--- src/core/irw_pkg.sv ---
// Constants and types for the interrupt routing and wakeup block.
`default_nettype none
package irw_pkg;
  localparam int unsigned NUM_IRQ        = 32;
  localparam int unsigned NUM_EXT        = 4;
  localparam int unsigned EXT_BASE       = 5;
  localparam int unsigned LVD_NUM        = 4;
  localparam int unsigned CAL_NUM        = 30;
  localparam int unsigned TICK_W         = 24;
  localparam int unsigned PRIO_W         = 2;
  localparam int unsigned NUM_WAKE       = 6;
  localparam int unsigned WAKE_LVD_IDX   = 4;
  localparam int unsigned WAKE_CAL_IDX   = 5;
  // Wake active level encodings.
  localparam logic [2:0] LVL_LOW         = 3'h0;
  localparam logic [2:0] LVL_HIGH        = 3'h1;
  localparam logic [2:0] LVL_FALL        = 3'h2;
  localparam logic [2:0] LVL_RISE        = 3'h3;
  // Reset cause bit positions.
  localparam int unsigned CAUSE_PIN      = 0;
  localparam int unsigned CAUSE_WDG      = 1;
  localparam int unsigned CAUSE_SOFT     = 2;
  localparam logic [2:0] CAUSE_RESET_VAL = 3'h1;
  localparam logic [1:0] OSC_SEL_RESET   = 2'h0;

  typedef enum logic [1:0] {
    TICK_IDLE = 2'b00,
    TICK_LOAD = 2'b01,
    TICK_RUN  = 2'b11
  } irw_tick_state_type;

  typedef struct packed {
    logic [NUM_IRQ-1:0]     irq;
    logic [NUM_IRQ-1:0]     pend;
    logic [4:0]             best_id;
    logic                   best_valid;
    logic                   nmi;
    logic                   tick_irq;
    logic                   tick_flag;
    logic [TICK_W-1:0]      tick_cnt;
    irw_tick_state_type     tick_st;
    logic [2:0]             cause;
    logic                   sys_reset;
    logic                   pin_prev;
    logic [NUM_EXT-1:0]     ext_s1;
    logic [NUM_EXT-1:0]     ext_s2;
    logic [NUM_WAKE-1:0]    wake_prev;
    logic [NUM_WAKE-1:0]    wake_hit;
    logic [2:0]             osc_sync;
  } irw_state_type;
endpackage
`default_nettype wire

--- src/core/irw_route.sv ---
// Interrupt routing, standby wakeup detection, reset sources and system tick timer.
// Notes on behaviour
// - Three reset sources: external pin, watchdog unit, software reset request.
// - Pin reset exception raised when the reset pin is released low to high.
// - Writing one to software reset request causes a system reset.
// - Reset cause flags record which source caused the last reset.
// - Watchdog unit can raise a non-maskable request to the core.
// - Enabled tick timer loads reload value then decrements once per tick.
// - Tick counter reaching zero raises the tick exception request.
// - Tick timer sets a pollable flag when the count reaches zero.
// - Tick is clocked by the oscillator chosen by oscillator select.
// - Non-wake peripheral requests go straight to core inputs.
// - Wake peripheral and pin requests pass through standby-release logic.
// - Non-wake external pin requests bypass the standby-release logic.
// - Set-pending bit forces a pending request regardless of source.
// - Non-wake pin sources need no wake configuration; wake sources do.
// - Disabled port input reads high on the internal pin signal.
// - A high level on any core input is an active request.
// - Direct peripheral requests are presented as high levels.
// - Wake peripheral requests detect rising or falling edges.
// - Wake pin requests are high, low, rising or falling sensitive.
// - Each wake source has an enable and active level setting.
// - Wake-detected requests reach the core as high levels.
// - 32 sources numbered 0 to 31; pins 0 to 3 are numbers 5 to 8.
// - Two-bit priority, 0 highest; ties go to the lower number.
`default_nettype none
module irw_route
  import irw_pkg::*;
(
  input  wire logic                    REF_CLK_IN,
  input  wire logic                    SRST_IN,
  input  wire logic                    RESET_PIN_IN,
  input  wire logic                    WATCHDOG_RESET_IN,
  input  wire logic                    WATCHDOG_NMI_IN,
  input  wire logic                    SOFTWARE_RESET_REQUEST_IN,
  input  wire logic [NUM_IRQ-1:0]      PERIPH_IRQ_IN,
  input  wire logic [NUM_EXT-1:0]      EXT_PIN_IN,
  input  wire logic [NUM_EXT-1:0]      PORT_INPUT_ENABLE_REG_IN,
  input  wire logic [NUM_WAKE-1:0]     WAKE_SOURCE_ENABLE_IN,
  input  wire logic [3*NUM_WAKE-1:0]   WAKE_ACTIVE_LEVEL_IN,
  input  wire logic [NUM_IRQ-1:0]      SET_PENDING_IN,
  input  wire logic [NUM_IRQ-1:0]      CLEAR_PENDING_IN,
  input  wire logic [NUM_WAKE-1:0]     WAKE_CLEAR_IN,
  input  wire logic [2*NUM_IRQ-1:0]    PRIORITY_IN,
  input  wire logic [NUM_IRQ-1:0]      IRQ_ENABLE_IN,
  input  wire logic                    TICK_ENABLE_IN,
  input  wire logic [TICK_W-1:0]       TICK_RELOAD_IN,
  input  wire logic                    TICK_FLAG_READ_IN,
  input  wire logic [1:0]              OSCILLATOR_SELECT_IN,
  input  wire logic [3:0]              OSC_TICK_IN,
  output logic [NUM_IRQ-1:0]           CORE_IRQ_OUT,
  output logic [NUM_IRQ-1:0]           PENDING_OUT,
  output logic [4:0]                   ACTIVE_ID_OUT,
  output logic                         ACTIVE_VALID_OUT,
  output logic                         NMI_OUT,
  output logic                         TICK_IRQ_OUT,
  output logic                         TICK_FLAG_OUT,
  output logic [TICK_W-1:0]            TICK_COUNT_OUT,
  output logic [2:0]                   RESET_CAUSE_FLAGS_OUT,
  output logic                         SYSTEM_RESET_OUT
);

  // Maps wake slot to interrupt number.
  function automatic int unsigned wake_num(input int unsigned w);
    if (w < NUM_EXT)
    begin
      return EXT_BASE + w;
    end
    else if (w == WAKE_LVD_IDX)
    begin
      return LVD_NUM;
    end
    return CAL_NUM;
  endfunction

  // Evaluates an active level against current and previous samples.
  function automatic logic level_hit(input logic [2:0] lvl, input logic cur, input logic prv);
    case (lvl)
      LVL_LOW:  return ~cur;
      LVL_HIGH: return cur;
      LVL_FALL: return prv & ~cur;
      LVL_RISE: return ~prv & cur;
      default:  return 1'b0;
    endcase
  endfunction

  // Builds the one-hot cause word for one reset source position.
  function automatic logic [2:0] cause_onehot(input int unsigned pos);
    logic [2:0] c;
    c = 3'h0;
    c[pos] = 1'b1;
    return c;
  endfunction

  // Returns one source's priority field, widened so that no source exceeds the start level.
  function automatic logic [3:0] prio_of(input logic [2*NUM_IRQ-1:0] p, input int unsigned i);
    return {2'b00, p[2*i +: 2]};
  endfunction

  irw_state_type s_q;
  irw_state_type s_d;
  logic [NUM_EXT-1:0]  ext_gated;
  logic [NUM_WAKE-1:0] wake_src;
  logic [NUM_IRQ-1:0]  routed;
  logic                tick_step;
  logic [2:0]          wake_lvl [NUM_WAKE];

  always_comb
  begin
    ext_gated = ~PORT_INPUT_ENABLE_REG_IN | EXT_PIN_IN;
  end

  genvar gw;
  generate
    for (gw = 0; gw < NUM_EXT; gw++)
    begin : g_wsrc
      assign wake_src[gw] = s_q.ext_s2[gw];
    end
  endgenerate
  assign wake_src[WAKE_LVD_IDX] = PERIPH_IRQ_IN[LVD_NUM];
  assign wake_src[WAKE_CAL_IDX] = PERIPH_IRQ_IN[CAL_NUM];

  // Tick step from the registered oscillator select, so a change lands on a clean edge.
  assign tick_step = OSC_TICK_IN[s_q.osc_sync[1:0]];

  genvar gl;
  generate
    for (gl = 0; gl < NUM_WAKE; gl++)
    begin : g_wlvl
      assign wake_lvl[gl] = WAKE_ACTIVE_LEVEL_IN[3*gl +: 3];
    end
  endgenerate

  always_comb
  begin
    logic [3:0] lvl;
    lvl = 4'h0;
    s_d = s_q;
    s_d.osc_sync = {1'b0, OSCILLATOR_SELECT_IN};
    s_d.ext_s1 = ext_gated;
    s_d.ext_s2 = s_q.ext_s1;
    s_d.wake_prev = wake_src;
    // Direct routes for every source, with wake routes overriding below.
    routed = PERIPH_IRQ_IN;
    for (int unsigned e = 0; e < NUM_EXT; e++)
    begin
      routed[EXT_BASE + e] = s_q.ext_s2[e];
    end
    for (int unsigned w = 0; w < NUM_WAKE; w++)
    begin
      if (WAKE_SOURCE_ENABLE_IN[w] && level_hit(wake_lvl[w], wake_src[w], s_q.wake_prev[w]))
      begin
        s_d.wake_hit[w] = 1'b1;
      end
      else if (WAKE_CLEAR_IN[w] || !WAKE_SOURCE_ENABLE_IN[w])
      begin
        s_d.wake_hit[w] = 1'b0;
      end
      if (WAKE_SOURCE_ENABLE_IN[w])
      begin
        routed[wake_num(w)] = s_q.wake_hit[w];
      end
    end
    s_d.irq = routed;
    // Pending: set wins over clear.
    s_d.pend = (s_q.pend & ~CLEAR_PENDING_IN) | SET_PENDING_IN | routed;
    // Priority pick among enabled pending, lowest value then lowest number.
    s_d.best_valid = 1'b0;
    s_d.best_id = 5'h00;
    lvl = 4'h4;
    for (int i = NUM_IRQ - 1; i >= 0; i--)
    begin
      if (s_q.pend[i] && IRQ_ENABLE_IN[i] && (prio_of(PRIORITY_IN, i) <= lvl))
      begin
        lvl = prio_of(PRIORITY_IN, i);
        s_d.best_id = 5'(i);
        s_d.best_valid = 1'b1;
      end
    end
    s_d.nmi = WATCHDOG_NMI_IN;
    // Tick timer.
    s_d.tick_irq = 1'b0;
    if (TICK_FLAG_READ_IN)
    begin
      s_d.tick_flag = 1'b0;
    end
    case (s_q.tick_st)
      TICK_IDLE:
      begin
        if (TICK_ENABLE_IN)
        begin
          s_d.tick_st = TICK_LOAD;
        end
      end
      TICK_LOAD:
      begin
        s_d.tick_cnt = TICK_RELOAD_IN;
        if (TICK_ENABLE_IN)
        begin
          s_d.tick_st = TICK_RUN;
        end
        else
        begin
          s_d.tick_st = TICK_IDLE;
        end
      end
      TICK_RUN:
      begin
        if (!TICK_ENABLE_IN)
        begin
          s_d.tick_st = TICK_IDLE;
        end
        else if (tick_step)
        begin
          if (s_q.tick_cnt == '0)
          begin
            s_d.tick_cnt = TICK_RELOAD_IN;
          end
          else
          begin
            s_d.tick_cnt = s_q.tick_cnt - 1'b1;
            if (s_q.tick_cnt == TICK_W'(1))
            begin
              s_d.tick_irq = 1'b1;
              s_d.tick_flag = 1'b1;
            end
          end
        end
      end
      default:
      begin
        s_d.tick_st = TICK_IDLE;
      end
    endcase
    // Reset sources and cause capture.
    s_d.pin_prev = RESET_PIN_IN;
    s_d.sys_reset = 1'b0;
    if (!s_q.pin_prev && RESET_PIN_IN)
    begin
      s_d.sys_reset = 1'b1;
      s_d.cause = cause_onehot(CAUSE_PIN);
    end
    else if (WATCHDOG_RESET_IN)
    begin
      s_d.sys_reset = 1'b1;
      s_d.cause = cause_onehot(CAUSE_WDG);
    end
    else if (SOFTWARE_RESET_REQUEST_IN)
    begin
      s_d.sys_reset = 1'b1;
      s_d.cause = cause_onehot(CAUSE_SOFT);
    end
  end

  always_ff @(posedge REF_CLK_IN)
  begin
    if (SRST_IN)
    begin
      s_q <= '0;
      s_q.tick_st <= TICK_IDLE;
      s_q.cause <= CAUSE_RESET_VAL;
      s_q.pin_prev <= 1'b1;
      s_q.ext_s1 <= '1;
      s_q.ext_s2 <= '1;
      // Pin history starts at the preset synchroniser level, so no false edge follows reset.
      s_q.wake_prev <= {2'b00, {NUM_EXT{1'b1}}};
      s_q.osc_sync <= {1'b0, OSC_SEL_RESET};
    end
    else
    begin
      s_q <= s_d;
    end
  end

  assign CORE_IRQ_OUT          = s_q.irq;
  assign PENDING_OUT           = s_q.pend;
  assign ACTIVE_ID_OUT         = s_q.best_id;
  assign ACTIVE_VALID_OUT      = s_q.best_valid;
  assign NMI_OUT               = s_q.nmi;
  assign TICK_IRQ_OUT          = s_q.tick_irq;
  assign TICK_FLAG_OUT         = s_q.tick_flag;
  assign TICK_COUNT_OUT        = s_q.tick_cnt;
  assign RESET_CAUSE_FLAGS_OUT = s_q.cause;
  assign SYSTEM_RESET_OUT      = s_q.sys_reset;

endmodule
`default_nettype wire

--- config.mk ---
export PLATFORM = sky130hd
export DESIGN_NAME = irw_route
export DESIGN_NICKNAME = d
export VERILOG_FILES = /design/src/core/irw_pkg.sv /design/src/core/irw_route.sv
export SDC_FILE = /design/constraint.sdc
export NUM_CORES = 1
export LEC_CHECK = 0
export BUFFER_PORTS_ARGS = -buffer_cell sky130_fd_sc_hd__buf_2
export CORE_AREA = 2 2 143 145
export DETAILED_ROUTE_END_ITERATION = 6
export DIE_AREA = 0 0 145 147
export PLACE_DENSITY = 0.79
export SETUP_SLACK_MARGIN = 0.5
export SLEW_MARGIN = 25
export SYNTH_ARGS = -nofsm -noshare
export SYNTH_HDL_FRONTEND = slang
export SYNTH_SLANG_ARGS = --single-unit
--- constraint.sdc ---
create_clock -name REF_CLK_IN -period 74.1 [get_ports REF_CLK_IN]
set_input_delay 14.82 -clock REF_CLK_IN [delete_from_list [all_inputs] [get_ports REF_CLK_IN]]
set_output_delay 14.82 -clock REF_CLK_IN [all_outputs]
set_load 0.03 [all_outputs]
==> results of run 1 <==
[worst paths after layout]
check	slack, ns	to	cells after the start	startpoint
setup reg to reg	30.94	ACTIVE_ID_OUT[2]	213	PENDING_OUT[31]
hold reg to reg	0.41	s_d[12]	1	s_d[18]
hold / removal	0.41	s_d[12]	1	s_d[18]
setup / recovery	16.94	ACTIVE_ID_OUT[2]	214	IRQ_ENABLE_IN[31]
[layer usage]
layer / vias to the layer above / GRT usage, % / share of wire (%)
met5: - / 0 / 0
met4: 0 / 9.80 / 2.6
met3: 46 / 6.24 / 9.1
met2: 459 / 43.8 / 46
met1: 4550 / 34.9 / 42
li1: 4793 / - / -
[power breakdown]
| group | switching [mW] | total (mW) | internal [mW] |
|---|---|---|---|
| logic | 0.0622 | 0.104 | 0.0415 |
| clock network | 0.0355 | 0.0838 | 0.0483 |
| registers | 0.00413 | 0.0767 | 0.0726 |
| total | 0.102 | 0.264 | 0.162 |
[state kept, by name, summed over array words and instances, names as in the netlist]
name	count
RESET_CAUSE_FLAGS_OUT	3
s_d	8
ACTIVE_VALID_OUT	1
TICK_IRQ_OUT	1
PENDING_OUT	32
s_q	17
TICK_COUNT_OUT	24
CORE_IRQ_OUT	32
SYSTEM_RESET_OUT	1
ACTIVE_ID_OUT	5
NMI_OUT	1
TICK_FLAG_OUT	1
[final cells by class]
| cell class | instances | area, sq um | area share (%) |
|---|---|---|---|
| timing repair buffer | 370 | 1870 | 16.7 |
| inverter | 67 | 251 | 2.25 |
| antenna | 3 | 7.51 | 0.0672 |
| tap | 270 | 338 | 3.02 |
| clock inverter | 14 | 145 | 1.30 |
| multi-input combinational | 894 | 5610 | 50.2 |
| clock buffer | 18 | 439 | 3.93 |
| sequential | 126 | 2520 | 22.6 |
[worst register-to-register path: cells and delay by family, from the launching register on]
kind,cells,cell delay (ns)
AOI/OAI and AO/OA,93,18.12
and+or+nand+nor,81,13.93
adders and majority gates,33,8.98
DFF,1,0.51
buffers and inverters,2,0.17
muxes,4,1.36
[logic make-up (layout without fill, tap and decap cells)]
kind of cell | Yosys count | in the layout
buffers and inverters | 187 | 469
and+or+nand+nor | 488 | 488
AOI/OAI and AO/OA | 339 | 339
other | 0 | 3
xor gates and xnor gates | 10 | 10
adders and majority gates | 44 | 44
muxes | 13 | 13
DFF | 126 | 126
[synth_stat cells (5+ instances only)]
cell	n
sky130_fd_sc_hd__a31oi_1	17
sky130_fd_sc_hd__a311oi_1	5
sky130_fd_sc_hd__inv_1	66
sky130_fd_sc_hd__and3_1	8
sky130_fd_sc_hd__nand3_1	23
sky130_fd_sc_hd__mux2i_1	9
sky130_fd_sc_hd__or2_2	15
sky130_fd_sc_hd__clkbuf_1	22
sky130_fd_sc_hd__a21oi_1	87
sky130_fd_sc_hd__dfxtp_1	126
sky130_fd_sc_hd__nand4_1	6
sky130_fd_sc_hd__o22a_1	5
sky130_fd_sc_hd__nand2b_1	38
sky130_fd_sc_hd__o21ai_0	35
sky130_fd_sc_hd__o22ai_1	16
sky130_fd_sc_hd__and2_1	13
sky130_fd_sc_hd__a22oi_1	19
sky130_fd_sc_hd__buf_4	97
sky130_fd_sc_hd__xor2_1	6
sky130_fd_sc_hd__a211oi_1	29
sky130_fd_sc_hd__o211ai_1	8
sky130_fd_sc_hd__a21o_1	6
sky130_fd_sc_hd__o21a_1	12
sky130_fd_sc_hd__nand2_1	122
sky130_fd_sc_hd__nor2b_1	45
sky130_fd_sc_hd__o21bai_1	5
sky130_fd_sc_hd__nor4_1	9
sky130_fd_sc_hd__nor3_1	30
sky130_fd_sc_hd__o31ai_1	19
sky130_fd_sc_hd__ha_1	42
sky130_fd_sc_hd__or3_1	8
sky130_fd_sc_hd__nor2_1	142
sky130_fd_sc_hd__o21ai_1	5
sky130_fd_sc_hd__and3b_1	8
[stage by stage]
stage	instance area (sq um)	cells	util, %	hold WS [ns]	power (mW)
floorplan	9200	1207	-	0.389	0.156
detailed placement	10600	1727	53.4	0.394	0.180
CTS	11200	1759	56.3	0.409	0.264
global placement	10600	1727	53.4	0.391	0.178
finish	11200	1762	56.3	0.409	0.264
global route	11200	1761	56.3	0.425	0.281
==> summary.txt, run 1 <==
========================================================================================================
Number of vias per cell                                                                             5.59
Net count of the mapped netlist                                                                     1517
Master cell of the clock root buffer                                                        sky130_fd_sc_hd__clkbuf_16
Setup repair after global routing missed its margin                                                   no
IO buf count                                                                                         364
Top-Level Pins                                                                                       369
Leading cell types by total area after synthesis                                            sky130_fd_sc_hd__dfxtp_1 27%, sky130_fd_sc_hd__buf_4 7.9%, sky130_fd_sc_hd__nor2_1 5.8%, sky130_fd_sc_hd__ha_1 5.7%, sky130_fd_sc_hd__nand2_1 5.0%
Clock insertion delay at the later pin of the skew report                                        0.41 ns
Static Leak                                                                                      5.28 nW
Fin crit period                                                                                 57.16 ns
Signal arrival time at the worst endpoint                                                       57.50 ns
Post-CTS clock slew at the launch and capture registers of the worst setup and hold paths        0.06 ns
Synthesized-area fraction occupied by xor and xnor cells                                          0.952%
Die ar.                                                                                      21300 sq um
Fin. max-slew vios                                                                                     0
Final Hold Fails                                                                                       0
Number of enable flip-flop cells after synthesis                                                       0
WL final                                                                                    29600 microns
Starting density of the core                                                                       46.3%
Nets                                                                                                1786
Least-Margin Pin Slew                                                                           0.891 ns
Setup Skew                                                                                     0.0123 ns
Power per Cell Area                                                                         23.6 nW/um^2
Multiplexer share of the synthesized area                                                          1.59%
Min-Delay Path Class                                                                        flip-flop to flip-flop
Grt ovf                                                                                                0
Critical path's top delay family                                                            compound AO/OA/AOI/OAI gates
Number of warnings printed during yosys synthesis                                                      0
Combined area of all synthesized cells                                                        9200 sq um
Buf+Inv Stages, Crit Path                                                                              3
Setup-violating endpoint count in the final report                                                     0
Post-DR wirelength/cell                                                                     16.8 microns
Result of the run                                                                           finished clean
Worst max-slew margin expressed relative to the limit                                              40.6%
Standard cell core area                                                                      19800 sq um
Compound-cell area share of the yosys netlist                                                      26.4%
Required time of the worst setup path                                                           74.43 ns
Clock Sink Count                                                                                     126
Share of async-settable or async-resettable flops after synthesis                                     0%
Setup TNS                                                                                           0 ns
Post-cts sizing count                                                                                  0
Crit path top cell by count                                                                 sky130_fd_sc_hd__nor2_1
Die boundary width                                                                           145 microns
Most common cell after layout, fill and taps aside                                          sky130_fd_sc_hd__buf_2
Setup ws final                                                                                  16.94 ns
Category of the worst setup path launch point                                               primary input
Worst supply voltage drop on vdd                                                               0.0139 mV
Synth cell types                                                                                      90
Flop and latch count out of synthesis                                                                126
Post-Syn Instances                                                                                  1207
Via count of the first global-routing pass                                                          9195
Avg Synthesized Cell Area                                                                     7.62 sq um
DR vias                                                                                             9848
Layout cell share with drive strength beyond 1                                                     30.5%
Top flip-flop cell by instance count after synthesis                                        sky130_fd_sc_hd__dfxtp_1
Synth area leader                                                                           sky130_fd_sc_hd__dfxtp_1
TritonCTS clock tree                                                                                 yes
Post-CTS Setup Bufs                                                                                    0
Simple logic cell fraction of the synthesized area                                                 26.1%
Slowest stage delay, CP                                                                          0.57 ns
Register area share after synthesis                                                                27.4%
Kind of end point of the critical path                                                         flip-flop
Number of antenna violations at the first check in global routing                                      3
Number of DRC markers after the initial detailed-route iteration                                     813
Post-synthesis adder-cell area fraction                                                            5.93%
ANT nets after route                                                                                   0
Die Ht                                                                                       147 microns
Dpl ws                                                                                          17.43 ns
Main combinational cell family by area after synthesis                                      compound AO/OA/AOI/OAI gates
Cell Rows                                                                                             52
CP max stage cell                                                                           sky130_fd_sc_hd__nor3_1
Residual DRC                                                                                           0
TritonCTS buffer count                                                                                17
RD Place Congestion                                                                                0.910
Fillers                                                                                             1853
CP Max Fanout                                                                                         10
Number of max-cap violations                                                                           0
Kind of critical path                                                                       primary input to flip-flop
Achievable frequency                                                                          0.0175 GHz
First-pass GRT wire length                                                                  46400 microns
Router iterations before antenna repair                                                                7
Maximum number of buffers from clock root to sink                                                      2
Leading cell types in the layout, fill and taps excluded                                    363 x sky130_fd_sc_hd__buf_2, 142 x sky130_fd_sc_hd__nor2_1, 126 x sky130_fd_sc_hd__dfxtp_1
CTS H-tree depth                                                                                       4
Share of the synthesized area in the top cell type                                                 27.4%
Combined global-route utilization of all metal layers                                              26.9%
Hold Buf Count CTS                                                                                     0
Final clock period utilization by the worst path                                                   77.1%
Layout overhead on the synthesized area                                                            21.6%
DP Wirelength                                                                               23900 microns
Largest net degree at the start of global routing                                                     82
========================================================================================================
(Power assumes the default switching activity.)
==> inputs of run 2 (changes only) <==
--- a/config.mk
+++ b/config.mk
@@ -6,10 +6,10 @@
 export NUM_CORES = 1
 export LEC_CHECK = 0
 export BUFFER_PORTS_ARGS = -buffer_cell sky130_fd_sc_hd__buf_2
-export CORE_AREA = 2 2 143 145
+export CORE_MARGIN = 2
+export CORE_UTILIZATION = 45
 export DETAILED_ROUTE_END_ITERATION = 6
-export DIE_AREA = 0 0 145 147
-export PLACE_DENSITY = 0.79
+export PLACE_DENSITY = 0.8
 export SETUP_SLACK_MARGIN = 0.5
 export SLEW_MARGIN = 25
 export SYNTH_ARGS = -nofsm -noshare
==> constraint.sdc (replaced) <==
create_clock -name REF_CLK_IN -period 49.3 [get_ports REF_CLK_IN]
set_input_delay 9.86 -clock REF_CLK_IN [delete_from_list [all_inputs] [get_ports REF_CLK_IN]]
set_output_delay 9.86 -clock REF_CLK_IN [all_outputs]
set_load 0.03 [all_outputs]
==> summary.txt, run 2 (same netlist as run 1, synthesis figures left out) <==
========================================================================================================
IO buf count                                                                                         364
Slowest stage delay, CP                                                                          0.53 ns
Clock Sink Count                                                                                     126
Power per Cell Area                                                                         36.8 nW/um^2
Placed cells                                                                                        1774
Nets                                                                                                1852
WL final                                                                                    31100 microns
Combined area of the multi-input logic cells                                                  5970 sq um
RD Place Congestion                                                                                0.942
Static Leak                                                                                      5.66 nW
CP Max Fanout                                                                                          7
ANT nets after route                                                                                   0
First-pass GRT wire length                                                                  46500 microns
Fin crit period                                                                                 47.45 ns
Final clock period utilization by the worst path                                                   96.3%
Category of the worst setup path launch point                                               primary input
CTS H-tree depth                                                                                       4
Die boundary width                                                                           147 microns
Layout cell share with drive strength beyond 1                                                     38.1%
Starting density of the core                                                                       45.6%
Setup Skew                                                                                     0.0112 ns
Signal arrival time at the worst endpoint                                                       47.78 ns
Router iterations before antenna repair                                                                5
Power Total                                                                                       443 uW
Die Ht                                                                                       147 microns
Maximum number of buffers from clock root to sink                                                      2
Core utilization of the finished layout                                                            59.8%
Setup ws final                                                                                   1.85 ns
Kind of critical path                                                                       primary input to flip-flop
Top-Level Pins                                                                                       369
Number of DRC markers after the initial detailed-route iteration                                     678
Post-CTS clock slew at the launch and capture registers of the worst setup and hold paths        0.06 ns
Hold Buf Count CTS                                                                                     0
Most common cell after layout, fill and taps aside                                          sky130_fd_sc_hd__buf_2
Min-Delay Path Class                                                                        flip-flop to flip-flop
Required time of the worst setup path                                                           49.63 ns
Kind of end point of the critical path                                                         flip-flop
Setup TNS                                                                                           0 ns
Clock insertion delay at the later pin of the skew report                                        0.42 ns
Min Hold Slack                                                                                  0.412 ns
Achievable frequency                                                                          0.0211 GHz
Summed area of non-filler cells in the final layout                                          12100 sq um
Standard cell core area                                                                      20200 sq um
Setup-violating endpoint count in the final report                                                     0
Worst max-slew margin expressed relative to the limit                                              47.0%
Via count of the first global-routing pass                                                          9221
Combined global-route utilization of all metal layers                                              26.6%
Grt ovf                                                                                                0
Register area                                                                                 2520 sq um
Fillers                                                                                             1846
Fin. max-slew vios                                                                                     0
CP max stage cell                                                                           sky130_fd_sc_hd__or4_4
Post-DR wirelength/cell                                                                     17.1 microns
DP Wirelength                                                                               24500 microns
Die ar.                                                                                      21600 sq um
Result of the run                                                                           finished clean
Number of vias per cell                                                                             5.61
Dpl ws                                                                                         -0.224 ns
Least-Margin Pin Slew                                                                           0.795 ns
DR vias                                                                                            10200
Cell Rows                                                                                             52
Layout overhead on the synthesized area                                                            31.1%
Largest net degree at the start of global routing                                                     77
Final Hold Fails                                                                                       0
TritonCTS clock tree                                                                                 yes
Placed inst area                                                                             10900 sq um
Worst supply voltage drop on vdd                                                               0.0234 mV
Number of max-cap violations                                                                           0
TritonCTS buffer count                                                                                17
Master cell of the clock root buffer                                                        sky130_fd_sc_hd__clkbuf_16
Leading cell types in the layout, fill and taps excluded                                    363 x sky130_fd_sc_hd__buf_2, 126 x sky130_fd_sc_hd__dfxtp_1, 120 x sky130_fd_sc_hd__nand2_1
Number of antenna violations at the first check in global routing                                      1
Crit path top cell by count                                                                 sky130_fd_sc_hd__ha_1
Number of standard cells in the layout, taps in and fillers out                                     1826
Residual DRC                                                                                           0
========================================================================================================
run 2: cell types whose count changed in the layout (fill, tap and decap cells not counted), moves of 5 or more:
cell                      delta
sky130_fd_sc_hd__o21ai_1     +5
sky130_fd_sc_hd__buf_4      +66
sky130_fd_sc_hd__nor2_1     -26
sky130_fd_sc_hd__a21oi_2     +6
sky130_fd_sc_hd__o31ai_2     +7
sky130_fd_sc_hd__o31ai_1     -8
sky130_fd_sc_hd__a21oi_1     -8
sky130_fd_sc_hd__o21ai_0     -8
sky130_fd_sc_hd__nor2_2     +23
run 2: where the power goes:
group          switching (mW)  internal, mW
combinational           0.110        0.0868
sequential            0.00624         0.109
clock                  0.0541        0.0778
total                   0.170         0.274
run 2: worst max-delay path, delay by kind of cell:
family / cells / cell delay [ns]
buffers and inverters: 9 / 1.31
AND/OR/NAND/NOR: 82 / 11.60
AO/OA/AOI/OAI: 90 / 14.87
multiplexers: 4 / 1.23
adder cells (fa/ha/maj): 33 / 8.91
run 2: layout make-up:
class	count	share of cell area, %
inverter	67	2.09
clock inverter	14	1.40
sequential	126	20.9
tap	270	2.80
antenna	1	0.0208
timing repair buffer	436	19.6
multi-input combinational	894	49.5
clock buffer	18	3.64
run 2: final timing paths:
kind | slack [ns] | from | cells after the start | to
max reg2reg | 10.93 | PENDING_OUT[31] | 217 | ACTIVE_ID_OUT[1]
min | 0.41 | s_d[17] | 1 | s_d[11]
min reg2reg | 0.41 | s_d[17] | 1 | s_d[11]
max | 1.85 | IRQ_ENABLE_IN[31] | 218 | ACTIVE_ID_OUT[1]
run 2: timing repair:
item                       4_1_cts  5_1_grt
setup buffers                    1       18
gates resized for setup          6       93
setup endpoints to repair        6        6
hold endpoints to repair         0        0
pin swaps                        1       43
run 2: per-layer routing:
layer	vias to the layer above	GRT usage, %	routed length (microns)
met5	-	0	0
met4	0	8.70	806
met3	72	6.34	2490
met2	441	43.3	14400
met1	4801	34.9	13400
li1	4926	-	-
==> inputs of run 3 (changes only) <==
==> constraint.sdc (replaced) <==
create_clock -name REF_CLK_IN -period 40.9 [get_ports REF_CLK_IN]
set_input_delay 8.18 -clock REF_CLK_IN [delete_from_list [all_inputs] [get_ports REF_CLK_IN]]
set_output_delay 8.18 -clock REF_CLK_IN [all_outputs]
set_load 0.03 [all_outputs]
==> summary.txt, run 3 (same netlist as run 1, synthesis figures left out) <==
========================================================================================================
Result of the run                                                                           complete, but fails checks
Violated checks                                                                             design-rule violations, negative setup slack
CP max stage cell                                                                           sky130_fd_sc_hd__or4b_4
Number of vias per cell                                                                             5.62
Master cell of the clock root buffer                                                        sky130_fd_sc_hd__clkbuf_16
Setup repair after global routing missed its margin                                                  yes
Final Hold Fails                                                                                       0
Slack of the worst reg-to-reg path                                                               4.34 ns
Worst setup path start                                                                      IRQ_ENABLE_IN[31]
Kind of critical path                                                                       primary input to flip-flop
TritonCTS clock tree                                                                                 yes
Least-Margin Pin Slew                                                                            1.13 ns
Cell Rows                                                                                             52
Number of antenna violations at the first check in global routing                                      1
WL final                                                                                    34300 microns
Die ar.                                                                                      21600 sq um
Worst setup path end                                                                        ACTIVE_VALID_OUT
Post-DR wirelength/cell                                                                     17.8 microns
IO buf count                                                                                         364
Min Hold Slack                                                                                  0.409 ns
Top-Level Pins                                                                                       369
Worst supply voltage drop on vdd                                                               0.0272 mV
Residual DRC                                                                                           6
Fin. max-slew vios                                                                                     0
Layout overhead on the synthesized area                                                            46.7%
Grt ovf                                                                                                0
Power per Cell Area                                                                         44.3 nW/um^2
Standard cell core area                                                                      20200 sq um
Critical Path Stages                                                                                 214
Fin crit period                                                                                 43.80 ns
Maximum number of buffers from clock root to sink                                                      2
Number of DRC markers after the initial detailed-route iteration                                     951
Setup Skew                                                                                     0.0164 ns
DR vias                                                                                            10900
Static Leak                                                                                      6.29 nW
Slowest stage delay, CP                                                                          0.47 ns
DP Wirelength                                                                               24800 microns
Clock insertion delay at the later pin of the skew report                                        0.42 ns
Critical path's top delay family                                                            compound AO/OA/AOI/OAI gates
CP Max Fanout                                                                                          6
Final clock period utilization by the worst path                                                    107%
Signal arrival time at the worst endpoint                                                       44.11 ns
RD Place Congestion                                                                                0.941
Setup TNS                                                                                      -16.97 ns
Nets                                                                                                1959
Worst max-slew margin expressed relative to the limit                                              24.4%
Setup ws final                                                                                  -2.90 ns
Setup-violating endpoint count in the final report                                                     6
Origin of the worst min-delay path                                                               s_d[18]
Buf+Inv Stages, Crit Path                                                                              7
Kind of end point of the critical path                                                         flip-flop
Crit path top cell by count                                                                 sky130_fd_sc_hd__nor2_2
Via count of the first global-routing pass                                                         10000
Leading cell types in the layout, fill and taps excluded                                    362 x sky130_fd_sc_hd__buf_2, 179 x sky130_fd_sc_hd__buf_4, 126 x sky130_fd_sc_hd__dfxtp_1
First-pass GRT wire length                                                                  49600 microns
Most common cell after layout, fill and taps aside                                          sky130_fd_sc_hd__buf_2
TritonCTS buffer count                                                                                17
Category of the worst setup path launch point                                               primary input
Achievable frequency                                                                          0.0228 GHz
Combined global-route utilization of all metal layers                                              28.4%
Die boundary width                                                                           147 microns
Largest net degree at the start of global routing                                                     73
R2r worst-path depth                                                                                 213
Required time of the worst setup path                                                           41.22 ns
Die Ht                                                                                       147 microns
Reg-to-reg startpoint                                                                       PENDING_OUT[31]
Layout cell share with drive strength beyond 1                                                     46.3%
Dpl ws                                                                                          -2.94 ns
Min-Delay Path Class                                                                        flip-flop to flip-flop
Post-CTS clock slew at the launch and capture registers of the worst setup and hold paths        0.07 ns
ANT nets after route                                                                                   0
Destination of the worst register-to-register timing path                                   ACTIVE_VALID_OUT
Clock Sink Count                                                                                     126
CTS H-tree depth                                                                                       4
Starting density of the core                                                                       45.6%
Number of max-cap violations                                                                           0
Router iterations before antenna repair                                                                7
========================================================================================================
[run 3: cell count changes in the layout (fill, tap and decap cells not counted), sizes merged]
cell and change:
bufinv -1, diode +1, buf +107, inv +2, clkinv +1, clkinvlp -2
[run 3: area by class of cell]
cell class | count | area, sq um
Timing Repair Buffer | 543 | 3180
Inverter | 67 | 251
Multi-Input combinational cell | 894 | 6600
Antenna cell | 2 | 5.00
Sequential cell | 126 | 2520
Clock buffer | 18 | 439
Tap cell | 270 | 338
Fill cell | 1588 | 6670
Clock inverter | 14 | 165
[run 3: per-layer routing]
layer  part of all wire [%]  GRT usage (%)  vias up
met5                      0              0        -
met4                    3.8           10.6        0
met3                    8.3           5.99      122
met2                     48           48.2      591
met1                     40           35.4     5027
li1                       -              -     5132
[run 3: worst reg2reg max path, delay by kind of cell, from the launching register on]
family,cells,cell delay (ns)
simple gates,83,10.22
compound gates,88,15.16
mux,3,0.96
buf+inv,6,0.68
fa+ha+maj,33,8.86
flops,1,0.57
[run 3: worst min path at each step]
stage / slack [ns] / endpoint / cells after the start
after floorplan: 0.39 / s_d[10] / 1
after global placement: 0.39 / s_d[11] / 1
after detailed placement: 0.39 / s_d[12] / 1
after CTS: 0.41 / s_d[12] / 1
after global routing: 0.42 / s_d[12] / 1
final: 0.41 / s_d[12] / 1
[run 3: stage by stage]
stage	power, mW	area (sq um)	std cells	utilization, %
after floorplan	0.304	9670	1207	-
after global placement	0.371	11900	1837	58.9
after detailed placement	0.378	11900	1837	58.9
after CTS	0.549	12800	1901	63.6
after global routing	0.626	13500	1933	66.9
final	0.598	13500	1934	66.9
[run 3: timing repair]
action | CTS | global route
resized for setup | 28 | 82
hold buffers | 0 | 0
setup endpoints to repair | 6 | 6
pin swaps | 43 | 73
buffers inserted | 32 | 31
[run 3: power by group]
group / total, mW / internal (mW) / leakage (nW) / switching (mW)
registers: 0.139 / 0.131 / 1.05 / 0.00738
clock network: 0.157 / 0.0892 / 0.296 / 0.0679
logic: 0.302 / 0.143 / 4.95 / 0.159
